===== src/include/btc_pkg.sv =====
// package: constants and types for the buffer transfer, compare, refresh and status command block
`default_nettype none

package btc_pkg;
    // opcodes
    localparam logic [7:0] OPC_XFER_B1 = 8'h53;
    localparam logic [7:0] OPC_XFER_B2 = 8'h55;
    localparam logic [7:0] OPC_CMP_B1 = 8'h60;
    localparam logic [7:0] OPC_CMP_B2 = 8'h61;
    localparam logic [7:0] OPC_RFR_B1 = 8'h58;
    localparam logic [7:0] OPC_RFR_B2 = 8'h59;
    localparam logic [7:0] OPC_STATUS = 8'hD7;

    // command framing, counted in received bits
    localparam logic [5:0] OPC_LAST = 6'h07;
    localparam logic [5:0] CMD_LAST = 6'h1F;
    localparam int PAGE_W = 15;
    localparam int PAGE_STD_LSB = 9;
    localparam int PAGE_BIN_LSB = 8;

    // status byte one layout
    localparam int ST_READY = 7;
    localparam int ST_COMP = 6;
    localparam int ST_DENS_LSB = 2;
    localparam int ST_PROT = 1;
    localparam int ST_PSIZE = 0;
    // arbitrary value, identifies nothing real
    localparam logic [3:0] DENSITY_CODE = 4'h6;
    localparam logic COMP_RST = 1'b0;
    localparam logic [2:0] PINS_RST = 3'h4;

    // timing
    localparam int CLK_PERIOD_NS = 100;
    localparam int COPY_TIME_NS = 200000;
    localparam int COMP_TIME_NS = 200000;
    localparam int REFRESH_TIME_NS = 2000000;
    localparam int TIMER_W = 20;
    // longest times round down, never below one cycle
    localparam int COPY_CYCLES = (COPY_TIME_NS / CLK_PERIOD_NS) < 1 ? 1 : COPY_TIME_NS / CLK_PERIOD_NS;
    localparam int COMP_CYCLES = (COMP_TIME_NS / CLK_PERIOD_NS) < 1 ? 1 : COMP_TIME_NS / CLK_PERIOD_NS;
    localparam int REFRESH_CYCLES = (REFRESH_TIME_NS / CLK_PERIOD_NS) < 1 ? 1 : REFRESH_TIME_NS / CLK_PERIOD_NS;

    typedef enum logic [1:0]
    {
        OP_XFER = 2'h0,
        OP_CMP = 2'h1,
        OP_RFR = 2'h2,
        OP_RMW = 2'h3
    } btc_op_kind_t;

    typedef enum logic [4:0]
    {
        ST_OPC = 5'b00001,
        ST_ADDR = 5'b00010,
        ST_STAT = 5'b00100,
        ST_DATA = 5'b01000,
        ST_IGN = 5'b10000
    } btc_state_t;

    typedef struct packed
    {
        logic cs_n;
        logic sck;
        logic si;
    } btc_pins_t;

    typedef struct packed
    {
        logic start;
        btc_op_kind_t kind;
        logic buffer2;
        logic [PAGE_W-1:0] page;
    } btc_op_t;
endpackage : btc_pkg

`default_nettype wire


===== src/btc_cmd_top.sv =====
// serial command front end: page transfer, compare, refresh and status streaming
`default_nettype none

module btc_cmd_top #(
    parameter int COPY_CYCLES = btc_pkg::COPY_CYCLES,
    parameter int COMP_CYCLES = btc_pkg::COMP_CYCLES,
    parameter int REFRESH_CYCLES = btc_pkg::REFRESH_CYCLES
)
(
    // clock and reset
    input wire logic clk,
    input wire logic reset_n,
    // serial pins
    input wire btc_pkg::btc_pins_t pins,
    output logic so_out,
    output logic so_oe,
    // device core state
    input wire logic protect_en,
    input wire logic page_bin_cfg,
    input wire logic buffer1_suspend_flag,
    input wire logic buffer2_suspend_flag,
    input wire logic cmp_mismatch,
    // operation request to the array core
    output btc_pkg::btc_op_t op,
    output logic ready
);
    import btc_pkg::*;

    logic rst_meta;
    logic rst_n_s;
    btc_pins_t pins_f;
    logic cs_q;
    logic sck_q;
    btc_state_t st;
    logic [7:0] opc;
    logic [23:0] addr;
    logic [5:0] rx_cnt;
    logic addr_done;
    logic [2:0] data_bits;
    logic data_seen;
    logic comp;
    logic [7:0] out_sh;
    logic [2:0] sbit;
    logic sbyte;
    logic t_busy;
    logic t_done;

    always_ff @(posedge clk or negedge reset_n)
    begin
        if (!reset_n)
        begin
            rst_meta <= 1'b0;
            rst_n_s <= 1'b0;
        end
        else
        begin
            rst_meta <= 1'b1;
            rst_n_s <= rst_meta;
        end
    end

    btc_pin_sync #(.W(3), .RST(PINS_RST)) u_sync (
        .clk(clk),
        .rst_n(rst_n_s),
        .d(pins),
        .q(pins_f)
    );

    always_ff @(posedge clk or negedge rst_n_s)
    begin
        if (!rst_n_s)
        begin
            cs_q <= 1'b1;
            sck_q <= 1'b0;
        end
        else
        begin
            cs_q <= pins_f.cs_n;
            sck_q <= pins_f.sck;
        end
    end

    wire active = !pins_f.cs_n;
    wire cs_fall = !pins_f.cs_n && cs_q;
    wire cs_rise = pins_f.cs_n && !cs_q;
    wire sck_rise = active && pins_f.sck && !sck_q;
    wire sck_fall = active && !pins_f.sck && sck_q;
    wire [7:0] opc_next = {opc[6:0], pins_f.si};

    function automatic logic is_array_op(input logic [7:0] o);
        return o == OPC_XFER_B1 || o == OPC_XFER_B2 || o == OPC_CMP_B1 || o == OPC_CMP_B2
            || o == OPC_RFR_B1 || o == OPC_RFR_B2;
    endfunction : is_array_op

    wire is_rfr = (opc == OPC_RFR_B1) || (opc == OPC_RFR_B2);
    wire is_cmp = (opc == OPC_CMP_B1) || (opc == OPC_CMP_B2);
    wire is_b2 = (opc == OPC_XFER_B2) || (opc == OPC_CMP_B2) || (opc == OPC_RFR_B2);

    // command framing; host keeps select low for the whole command
    always_ff @(posedge clk or negedge rst_n_s)
    begin
        if (!rst_n_s)
        begin
            st <= ST_OPC;
            opc <= 8'h00;
            addr <= 24'h000000;
            rx_cnt <= 6'h00;
            addr_done <= 1'b0;
            data_bits <= 3'h0;
            data_seen <= 1'b0;
        end
        else if (cs_fall)
        begin
            st <= ST_OPC;
            rx_cnt <= 6'h00;
            addr_done <= 1'b0;
            data_bits <= 3'h0;
            data_seen <= 1'b0;
        end
        else if (sck_rise)
        begin
            unique case (st)
                ST_OPC:
                begin
                    opc <= opc_next;
                    rx_cnt <= rx_cnt + 6'h01;
                    if (rx_cnt == OPC_LAST)
                    begin
                        if (opc_next == OPC_STATUS)
                            st <= ST_STAT;
                        else if (is_array_op(opc_next))
                            st <= ST_ADDR;
                        else
                            st <= ST_IGN;
                    end
                end
                ST_ADDR:
                begin
                    addr <= {addr[22:0], pins_f.si};
                    rx_cnt <= rx_cnt + 6'h01;
                    if (rx_cnt == CMD_LAST)
                    begin
                        addr_done <= 1'b1;
                        st <= is_rfr ? ST_DATA : ST_IGN;
                    end
                end
                ST_DATA:
                begin
                    data_bits <= data_bits + 3'h1;
                    if (data_bits == 3'h7)
                        data_seen <= 1'b1;
                end
                ST_STAT, ST_IGN:
                begin
                end
                default:
                    st <= ST_IGN;
            endcase
        end
    end

    // request decode, evaluated at the select rise
    btc_op_kind_t kind;
    logic [PAGE_W-1:0] page;
    logic susp;
    logic go;
    always_comb
    begin
        if (is_cmp)
            kind = OP_CMP;
        else if (is_rfr)
            kind = data_seen ? OP_RMW : OP_RFR;
        else
            kind = OP_XFER;
        page = page_bin_cfg ? addr[PAGE_BIN_LSB +: PAGE_W] : addr[PAGE_STD_LSB +: PAGE_W];
        susp = is_b2 ? buffer2_suspend_flag : buffer1_suspend_flag;
        // a busy device also starts nothing; compare leaves the buffer intact
        go = cs_rise && addr_done && ready && !(susp && kind != OP_CMP);
    end

    always_ff @(posedge clk or negedge rst_n_s)
    begin
        if (!rst_n_s)
            op <= '0;
        else
        begin
            op.start <= go;
            if (go)
            begin
                op.kind <= kind;
                op.buffer2 <= is_b2;
                op.page <= page;
            end
        end
    end

    logic [TIMER_W-1:0] t_load;
    always_comb
    begin
        unique case (kind)
            OP_XFER: t_load = TIMER_W'(COPY_CYCLES);
            OP_CMP: t_load = TIMER_W'(COMP_CYCLES);
            OP_RFR, OP_RMW: t_load = TIMER_W'(REFRESH_CYCLES);
        endcase
    end

    btc_op_timer #(.CW(TIMER_W)) u_timer (
        .clk(clk),
        .rst_n(rst_n_s),
        .load(go),
        .count(t_load),
        .busy(t_busy),
        .done(t_done)
    );

    always_ff @(posedge clk or negedge rst_n_s)
    begin
        if (!rst_n_s)
            ready <= 1'b1;
        else if (go)
            ready <= 1'b0;
        else if (t_done)
            ready <= 1'b1;
    end

    always_ff @(posedge clk or negedge rst_n_s)
    begin
        if (!rst_n_s)
            comp <= COMP_RST;
        else if (t_done && op.kind == OP_CMP)
            comp <= cmp_mismatch;
    end

    // status bytes; byte two carries only the ready flag here
    logic [7:0] stat1;
    logic [7:0] stat2;
    always_comb
    begin
        stat1 = 8'h00;
        stat1[ST_READY] = ready;
        stat1[ST_COMP] = comp;
        stat1[ST_DENS_LSB +: 4] = DENSITY_CODE;
        stat1[ST_PROT] = protect_en;
        stat1[ST_PSIZE] = page_bin_cfg;
        stat2 = 8'h00;
        stat2[ST_READY] = ready;
    end

    // status shifts out on falling edges; each byte samples fresh state when it starts
    always_ff @(posedge clk or negedge rst_n_s)
    begin
        if (!rst_n_s)
        begin
            so_out <= 1'b0;
            so_oe <= 1'b0;
            out_sh <= 8'h00;
            sbit <= 3'h0;
            sbyte <= 1'b0;
        end
        else if (!active)
        begin
            so_oe <= 1'b0;
            sbit <= 3'h0;
            sbyte <= 1'b0;
        end
        else if (st == ST_STAT && sck_fall)
        begin
            so_oe <= 1'b1;
            if (sbit == 3'h0)
            begin
                so_out <= sbyte ? stat2[7] : stat1[7];
                out_sh <= sbyte ? {stat2[6:0], 1'b0} : {stat1[6:0], 1'b0};
            end
            else
            begin
                so_out <= out_sh[7];
                out_sh <= {out_sh[6:0], 1'b0};
            end
            sbit <= sbit + 3'h1;
            if (sbit == 3'h7)
                sbyte <= !sbyte;
        end
    end
endmodule : btc_cmd_top

`default_nettype wire


===== src/btc_pin_sync.sv =====
// three-stage pin synchroniser with agreement filter
`default_nettype none

module btc_pin_sync #(
    parameter int W = 3,
    parameter logic [W-1:0] RST = '0
)
(
    // clock and reset
    input wire logic clk,
    input wire logic rst_n,
    // pins in, filtered levels out
    input wire logic [W-1:0] d,
    output logic [W-1:0] q
);
    logic [W-1:0] s1;
    logic [W-1:0] s2;
    logic [W-1:0] s3;

    always_ff @(posedge clk or negedge rst_n)
    begin
        if (!rst_n)
        begin
            s1 <= RST;
            s2 <= RST;
            s3 <= RST;
        end
        else
        begin
            s1 <= d;
            s2 <= s1;
            s3 <= s2;
        end
    end

    // a change counts only once stages two and three agree
    for (genvar i = 0; i < W; i++)
    begin : g_bit
        always_ff @(posedge clk or negedge rst_n)
        begin
            if (!rst_n)
                q[i] <= RST[i];
            else if (s2[i] == s3[i])
                q[i] <= s3[i];
        end
    end
endmodule : btc_pin_sync

`default_nettype wire


===== src/btc_op_timer.sv =====
// self-timed operation counter: busy while counting, done pulse at the end
`default_nettype none

module btc_op_timer #(
    parameter int CW = 20
)
(
    // clock and reset
    input wire logic clk,
    input wire logic rst_n,
    // load and status
    input wire logic load,
    input wire logic [CW-1:0] count,
    output logic busy,
    output logic done
);
    logic [CW-1:0] cnt;

    always_ff @(posedge clk or negedge rst_n)
    begin
        if (!rst_n)
            cnt <= '0;
        else if (load)
            cnt <= count;
        else if (cnt != '0)
            cnt <= cnt - {{(CW-1){1'b0}}, 1'b1};
    end

    always_ff @(posedge clk or negedge rst_n)
    begin
        if (!rst_n)
            done <= 1'b0;
        else
            done <= !load && (cnt == {{(CW-1){1'b0}}, 1'b1});
    end

    assign busy = (cnt != '0);
endmodule : btc_op_timer

`default_nettype wire


===== config.mk =====
export PLATFORM = sky130hd
export DESIGN_NAME = btc_cmd_top
export DESIGN_NICKNAME = d
export VERILOG_FILES = /design/src/include/btc_pkg.sv /design/src/btc_cmd_top.sv /design/src/btc_pin_sync.sv /design/src/btc_op_timer.sv
export SDC_FILE = /design/constraint.sdc
export NUM_CORES = 1
export LEC_CHECK = 0
export BUFFER_PORTS_ARGS = -buffer_cell sky130_fd_sc_hd__buf_2
export CELL_PAD_IN_SITES_DETAIL_PLACEMENT = 0
export CELL_PAD_IN_SITES_GLOBAL_PLACEMENT = 1
export CORE_ASPECT_RATIO = 1.4
export CORE_UTILIZATION = 40
export DETAILED_ROUTE_END_ITERATION = 12
export PLACE_DENSITY = 0.7
export SYNTH_ARGS = -nofsm -noshare
export SYNTH_HDL_FRONTEND = slang
export SYNTH_SLANG_ARGS = --single-unit

===== constraint.sdc =====
create_clock -name clk -period 4.83 [get_ports clk]
set_clock_uncertainty 0.05 [all_clocks]
set_input_delay 0.2415 -clock clk [delete_from_list [all_inputs] [get_ports clk]]
set_output_delay 0.2415 -clock clk [all_outputs]
set_load 0.1 [all_outputs]

* Yosys cells after proc, flatten, opt, wreduce, memory -nomap -nowiden
Cells that the tools add are included.
Cells by class: bitwise gates (word level) 2, reduce and logical (&&, ||, !) cells 55, $add $sub $neg 4, muxes and demuxes 42, equality and inequality tests 33
Operators by type and width (number):
- == test 8 x 7 -> 1 bit, second input constant | 11
- 2-to-1 mux 20 bit | 2
- one-hot mux 20 bit (2 select lines) | 1
- 2-to-1 mux 5 bit | 7
- == test 20 x 1 -> 1 bit, second input constant | 1
- nonzero test 2 bit | 10
- nonzero test 20 bit | 1
- subtractor 20 x 1 -> 20 bit, second input constant | 1
- 2-to-1 mux 1 bit | 18
- 2-to-1 mux 6 bit | 3
- 2-to-1 mux 8 bit | 2
- 2-to-1 mux 15 bit | 1
- 2-to-1 mux 3 bit | 5
- one-hot mux 5 bit (3 select lines) | 1
- logical AND 1 bit | 13
- AND reduction 3 bit | 4
- logical OR 1 bit | 9
- == test 8 bit, second input constant | 1
- AND reduction 2 bit | 4
- zero test 1 bit | 7
- adder 3 x 1 -> 3 bit, second input constant | 2
- adder 6 x 1 -> 6 bit, second input constant | 1
- == test 3 bit, second input constant | 2
- == test 6 x 3 -> 1 bit, second input constant | 1
- 18 further kinds | 28
Storage, ports and cells: logic and storage cells 166, flip-flop bits (word level) 120, output and inout bits 22, input bits 10

* Logic depth before layout (Yosys ltp)
depth in word-level cells 12, mapped depth 7, depth with buffers taken out 7

* By module
Synthesis repeated with hierarchy kept, for this count alone.
Unflattened totals: cells, all modules 474, area total of the unflattened synthesis 5421.4 um^2
Modules (own cells, without submodules):
- btc_cmd_top | times used 1, cells an instance 335, seq. area each 2155.8 um^2, area each 3867.5 um^2
- btc_op_timer | times used 1, cells an instance 124, seq. area each 525.5 um^2, area each 1214.9 um^2
- btc_pin_sync | times used 1, cells an instance 15, seq. area each 305.3 um^2, area each 339.1 um^2

* Worst setup path before layout
No wires, ideal clock.
kind flip-flop to flip-flop, start register ready, end register u_timer.cnt[6], path slack 2.827 ns, buffers on the path 1, cell stages (with the launch flop) 7, required time 4.651 ns, setup time 0.129 ns, arrival 1.824 ns, path through dfstp_2 -> nand4b_1 -> a41o_1 -> a31o_2 -> buf_4 -> nand2_1 -> o21ai_0
Between the ends: cells in the longest elaborated chain, start to end 3
RTL lines:
- start, declared | RTL line btc_cmd_top.sv:25 | output logic ready
- start signal, assigned | RTL line btc_cmd_top.sv:219 | ready <= 1'b1;
- start signal, assigned | RTL line btc_cmd_top.sv:221 | ready <= 1'b0;
- start signal, assigned | RTL line btc_cmd_top.sv:223 | ready <= 1'b1;
- logical AND 1 bit (*) (2 in series) | RTL line btc_cmd_top.sv:178 | go = cs_rise && addr_done && ready && !(susp && kind != OP_CMP);
- 2-to-1 mux 20 bit or nonzero test 2 bit (tied branches)
- end signal, assigned | RTL line btc_op_timer.sv:24 | cnt <= count;
- end signal, assigned | RTL line btc_op_timer.sv:26 | cnt <= cnt - {{(CW-1){1'b0}}, 1'b1};
- end, declared | RTL line btc_op_timer.sv:17 | logic [CW-1:0] cnt;
Mark *: on every way between the ends. The rest lies on a longest branch, timed or not. A chain may end at the register's enable or synchronous reset.

* Worst setup path after layout
start register opc[1], end register u_timer.done
Between the ends: cells in the longest elaborated chain, start to end 10
RTL lines:
- start, declared | RTL line btc_cmd_top.sv:35 | logic [7:0] opc;
- start signal, assigned | RTL line btc_cmd_top.sv:125 | opc <= opc_next;
- == test 8 x 7 -> 1 bit (on tied branches) | RTL line btc_cmd_top.sv:95, btc_cmd_top.sv:97
- logical OR 1 bit | RTL line btc_cmd_top.sv:95 | wire is_rfr = (opc == OPC_RFR_B1) || (opc == OPC_RFR_B2);
- 2-to-1 mux 2 bit | RTL line btc_cmd_top.sv:171 | else if (is_rfr)
- 2-to-1 mux 2 bit | RTL line btc_cmd_top.sv:169 | if (is_cmp)
- != test 2 x 1 -> 1 bit | RTL line btc_cmd_top.sv:178
- logical AND 1 bit (*) | RTL line btc_cmd_top.sv:178
- zero test 1 bit (*) | RTL line btc_cmd_top.sv:178
- logical AND 1 bit (*) | RTL line btc_cmd_top.sv:178
- zero test 1 bit (*) | RTL line btc_op_timer.sv:34 | done <= !load && (cnt == {{(CW-1){1'b0}}, 1'b1});
- logical AND 1 bit (*) | RTL line btc_op_timer.sv:34
- end signal, assigned | RTL line btc_op_timer.sv:34
- end, declared | RTL line btc_op_timer.sv:15 | output logic done
Marks and branches as above.

==> impl_metrics.yaml <==
run_status:
  status: "finished clean"
critical_path:
  setup.worst_path.start_class: "flop"
  r2r-start: "opc[1]$_DFFE_PN0P_"
  worstPathMaxFanout: 41
  worstPathRequired_ns: 5.07
  crit_start: "opc[1]$_DFFE_PN0P_"
  path_class: "reg2reg"
  worstPathArrival_ns: 2.81
  endpoint_kind: "flop"
grt:
  met3_usage_pct: 4.92
  track_usage_pct: 16.6
  top_usage_layer: "met2"
  grt_pass1_wl_microns: 18200
  met2_usage_pct: 26.6
  grt_overflow_total: 0
  grt_start_max_net_pins: 69
  first_global_vias: 3730
  antenna_found_initial: 0
  grtUsageMet1_pct: 20.5
job:
  maxCapViolations: 0
clocking:
  cts_setup_buffers: 0
  cts_tree: "built"
  numCtsBuffers: 17
  path_clk_slew_ns: 0.06
  root_buffer: "clkbuf_16"
  clock_sinks: 119
  insertion_delay_ns: 0.41
  cts_buffer_depth: 2
  cts_max_level: 4
timing:
  rsz0062_at_grt: "no"
  relSlewSlack_pct: 41.2
  setup_viol: 0
  max_slew.worst_pin.slew_ns: 0.882
  min_period_ns: 2.57
  slew_violations: 0
  period_share_pct: 53.3
  fin_tns_setup_ns: 0
  fmax_mhz: 388
  hold_violations: 0
routing:
  routedWlPerCell_microns: 14.9
  ant_nets: 0
  drtIter0Drc: 130
  drt-total-wl_microns: 10500
  dr.pass1.iters: 4
  route.detailed.drc: 0
  via_per_inst: 5.12
  vias: 3613
synth:
  yosys_warnings: 0
  synth_common_cells: "112 x dfrtp_1, 49 x nand2_1, 36 x nor2_1"
  ys_types: 57
  ys_seq_area_share_pct: 55.2
  synth_area_leaders: "dfrtp_1 52%, mux2_2 6.9%, mux2i_1 3.9%"
  synth_top_area_share_pct: 51.8
  synth_edf_count: 0
  synth_top_flop_cell: "dfrtp_1"
  synth.cell_area_sq_um: 5410
  yosysMostFrequentCell: "dfrtp_1"
  syn_area_per_cell_sq_um: 11.3
  netlist_instances: 478
  ys_ff_latch: 119
  synthArstFlopShare_pct: 100
  post-synth-top-area-cell: "dfrtp_1"
  syn_nets: 496
finish:
  final_layout_size_suffix_gt1_share_pct: 22.0
  nets: 533
  syn2layout_area_growth_pct: 16.7
  nFillCells: 1250
  antenna_cells: 0
die:
  start_util_pct: 41.6
  die_area_sq_um: 14000
  ios: 32
  die_h_microns: 140
  fp.dieW_microns: 100
  fp-row-count: 49
  core_sq_um: 13000
pwr:
  p_int_mw: 1.82
  power.density_nw_per_um2: 385
  power_mw: 2.43
  power_frac_clock_pct: 49.7
  irDropWorstVdd_mv: 0.237
  power_switching_share_pct: 25.3
  p_comb_share_pct: 4.7
  pwr-share-seq_pct: 45.7
  leakagePower_nw: 2.86
  p_sw_mw: 0.615
placement:
  globalplace.congestion: 0.821
  dp_hpwl_microns: 7020
  io_buffers: 31
min_path:
  worstHoldStart: "cmp_mismatch"
  hold_path_class: "in2reg"
==> area by class of cell <==
cell class | count | area, sq um | area share (%)
Sequential cell | 119 | 2990 | 47.3
Multi-Input combinational cell | 330 | 2290 | 36.3
Clock buffer | 17 | 425 | 6.74
Tap cell | 178 | 223 | 3.53
Timing Repair Buffer | 36 | 203 | 3.21
Clock inverter | 15 | 144 | 2.28
Inverter | 11 | 41.3 | 0.654
==> worst paths after layout <==
kind / end / slack [ns] / cells past startpoint
setup / recovery: u_timer.done$_DFF_PN0_ / 2.26 / 5
hold / removal: comp$_DFFE_PN0P_ / 0.04 / 2
setup reg to reg: u_timer.done$_DFF_PN0_ / 2.26 / 5
hold reg to reg: u_sync.s2[0]$_DFF_PN0_ / 0.30 / 0
max in group asynchronous: addr[0]$_DFFE_PN0P_ / 3.21 / 1
min in group asynchronous: rst_meta$_DFF_PN0_ / 0.10 / 2
==> cells in the final DEF, fill, tap and decap left out, types with 9 or more instances in the layout <==
cell       count
o21ai_0       33
buf_2         31
xor2_1        15
dfrtp_1      111
clkbuf_16     17
nand3_1       10
o21ai_1       13
nor2_1        36
nand2_1       49
inv_1         10
mux2_2        33
xnor2_1        9
mux2i_1       21
==> state kept, by name, indices dropped and copies added, names as in the netlist, 5 cells and up <==
name / cells
out_sh: 7
u_timer.cnt: 20
addr: 24
rx_cnt: 6
opc: 8
st: 5
op: 19
==> through the flow <==
stage	instance area [sq um]	util, %	std cells	hold slack (ns)	worst slack (ns)
after global placement	5710	43.9	670	-0.0236	2.31
after floorplan	5410	-	478	-0.104	1.23
final	6320	48.6	706	0.0365	2.26
after CTS	6320	48.6	706	0.0170	2.17
after detailed placement	5710	43.9	670	-0.0221	2.26
after global routing	6320	48.6	706	0.0145	1.97
==> power by group through the flow <==
stage,sequential [mW],clock (mW),combinational (mW)
after floorplan,1.10,0,0.107
after global placement,1.12,0,0.110
after detailed placement,1.13,0,0.113
after CTS,1.11,1.24,0.116
after global routing,1.12,1.28,0.126
final,1.11,1.21,0.114
==> worst max-delay path, stage by stage, from the launching register on <==
cell,delay [ns]
dfrtp_1,0.45
nor4bb_1,0.43
a41o_1,0.24
a31o_2,0.58
inv_2,0.30
nor4b_1,0.40
==> kinds of logic after synthesis <==
group,synth area share (%)
buf+inv,2.47
flops,55.2
xor+xnor,3.89
compound gates,8.70
fa+ha+maj,2.41
other cells,0.0693
simple gates,16.5
mux,10.8
==> layer usage <==
layer | wire length, microns | vias up
met3 | 419 | 23
li1 | - | 1765
met2 | 5120 | 61
met5 | 0 | -
met4 | 231 | 0
met1 | 4740 | 1764
==> what timing repair did <==
| item | CTS | global route |
|---|---|---|
| hold buffers | 4 | 0 |
| hold endpoints to repair | 5 | 0 |
| setup endpoints to repair | 0 | 0 |
| resized for setup | 0 | 0 |
Note: power is estimated with default switching activity, not from simulation.
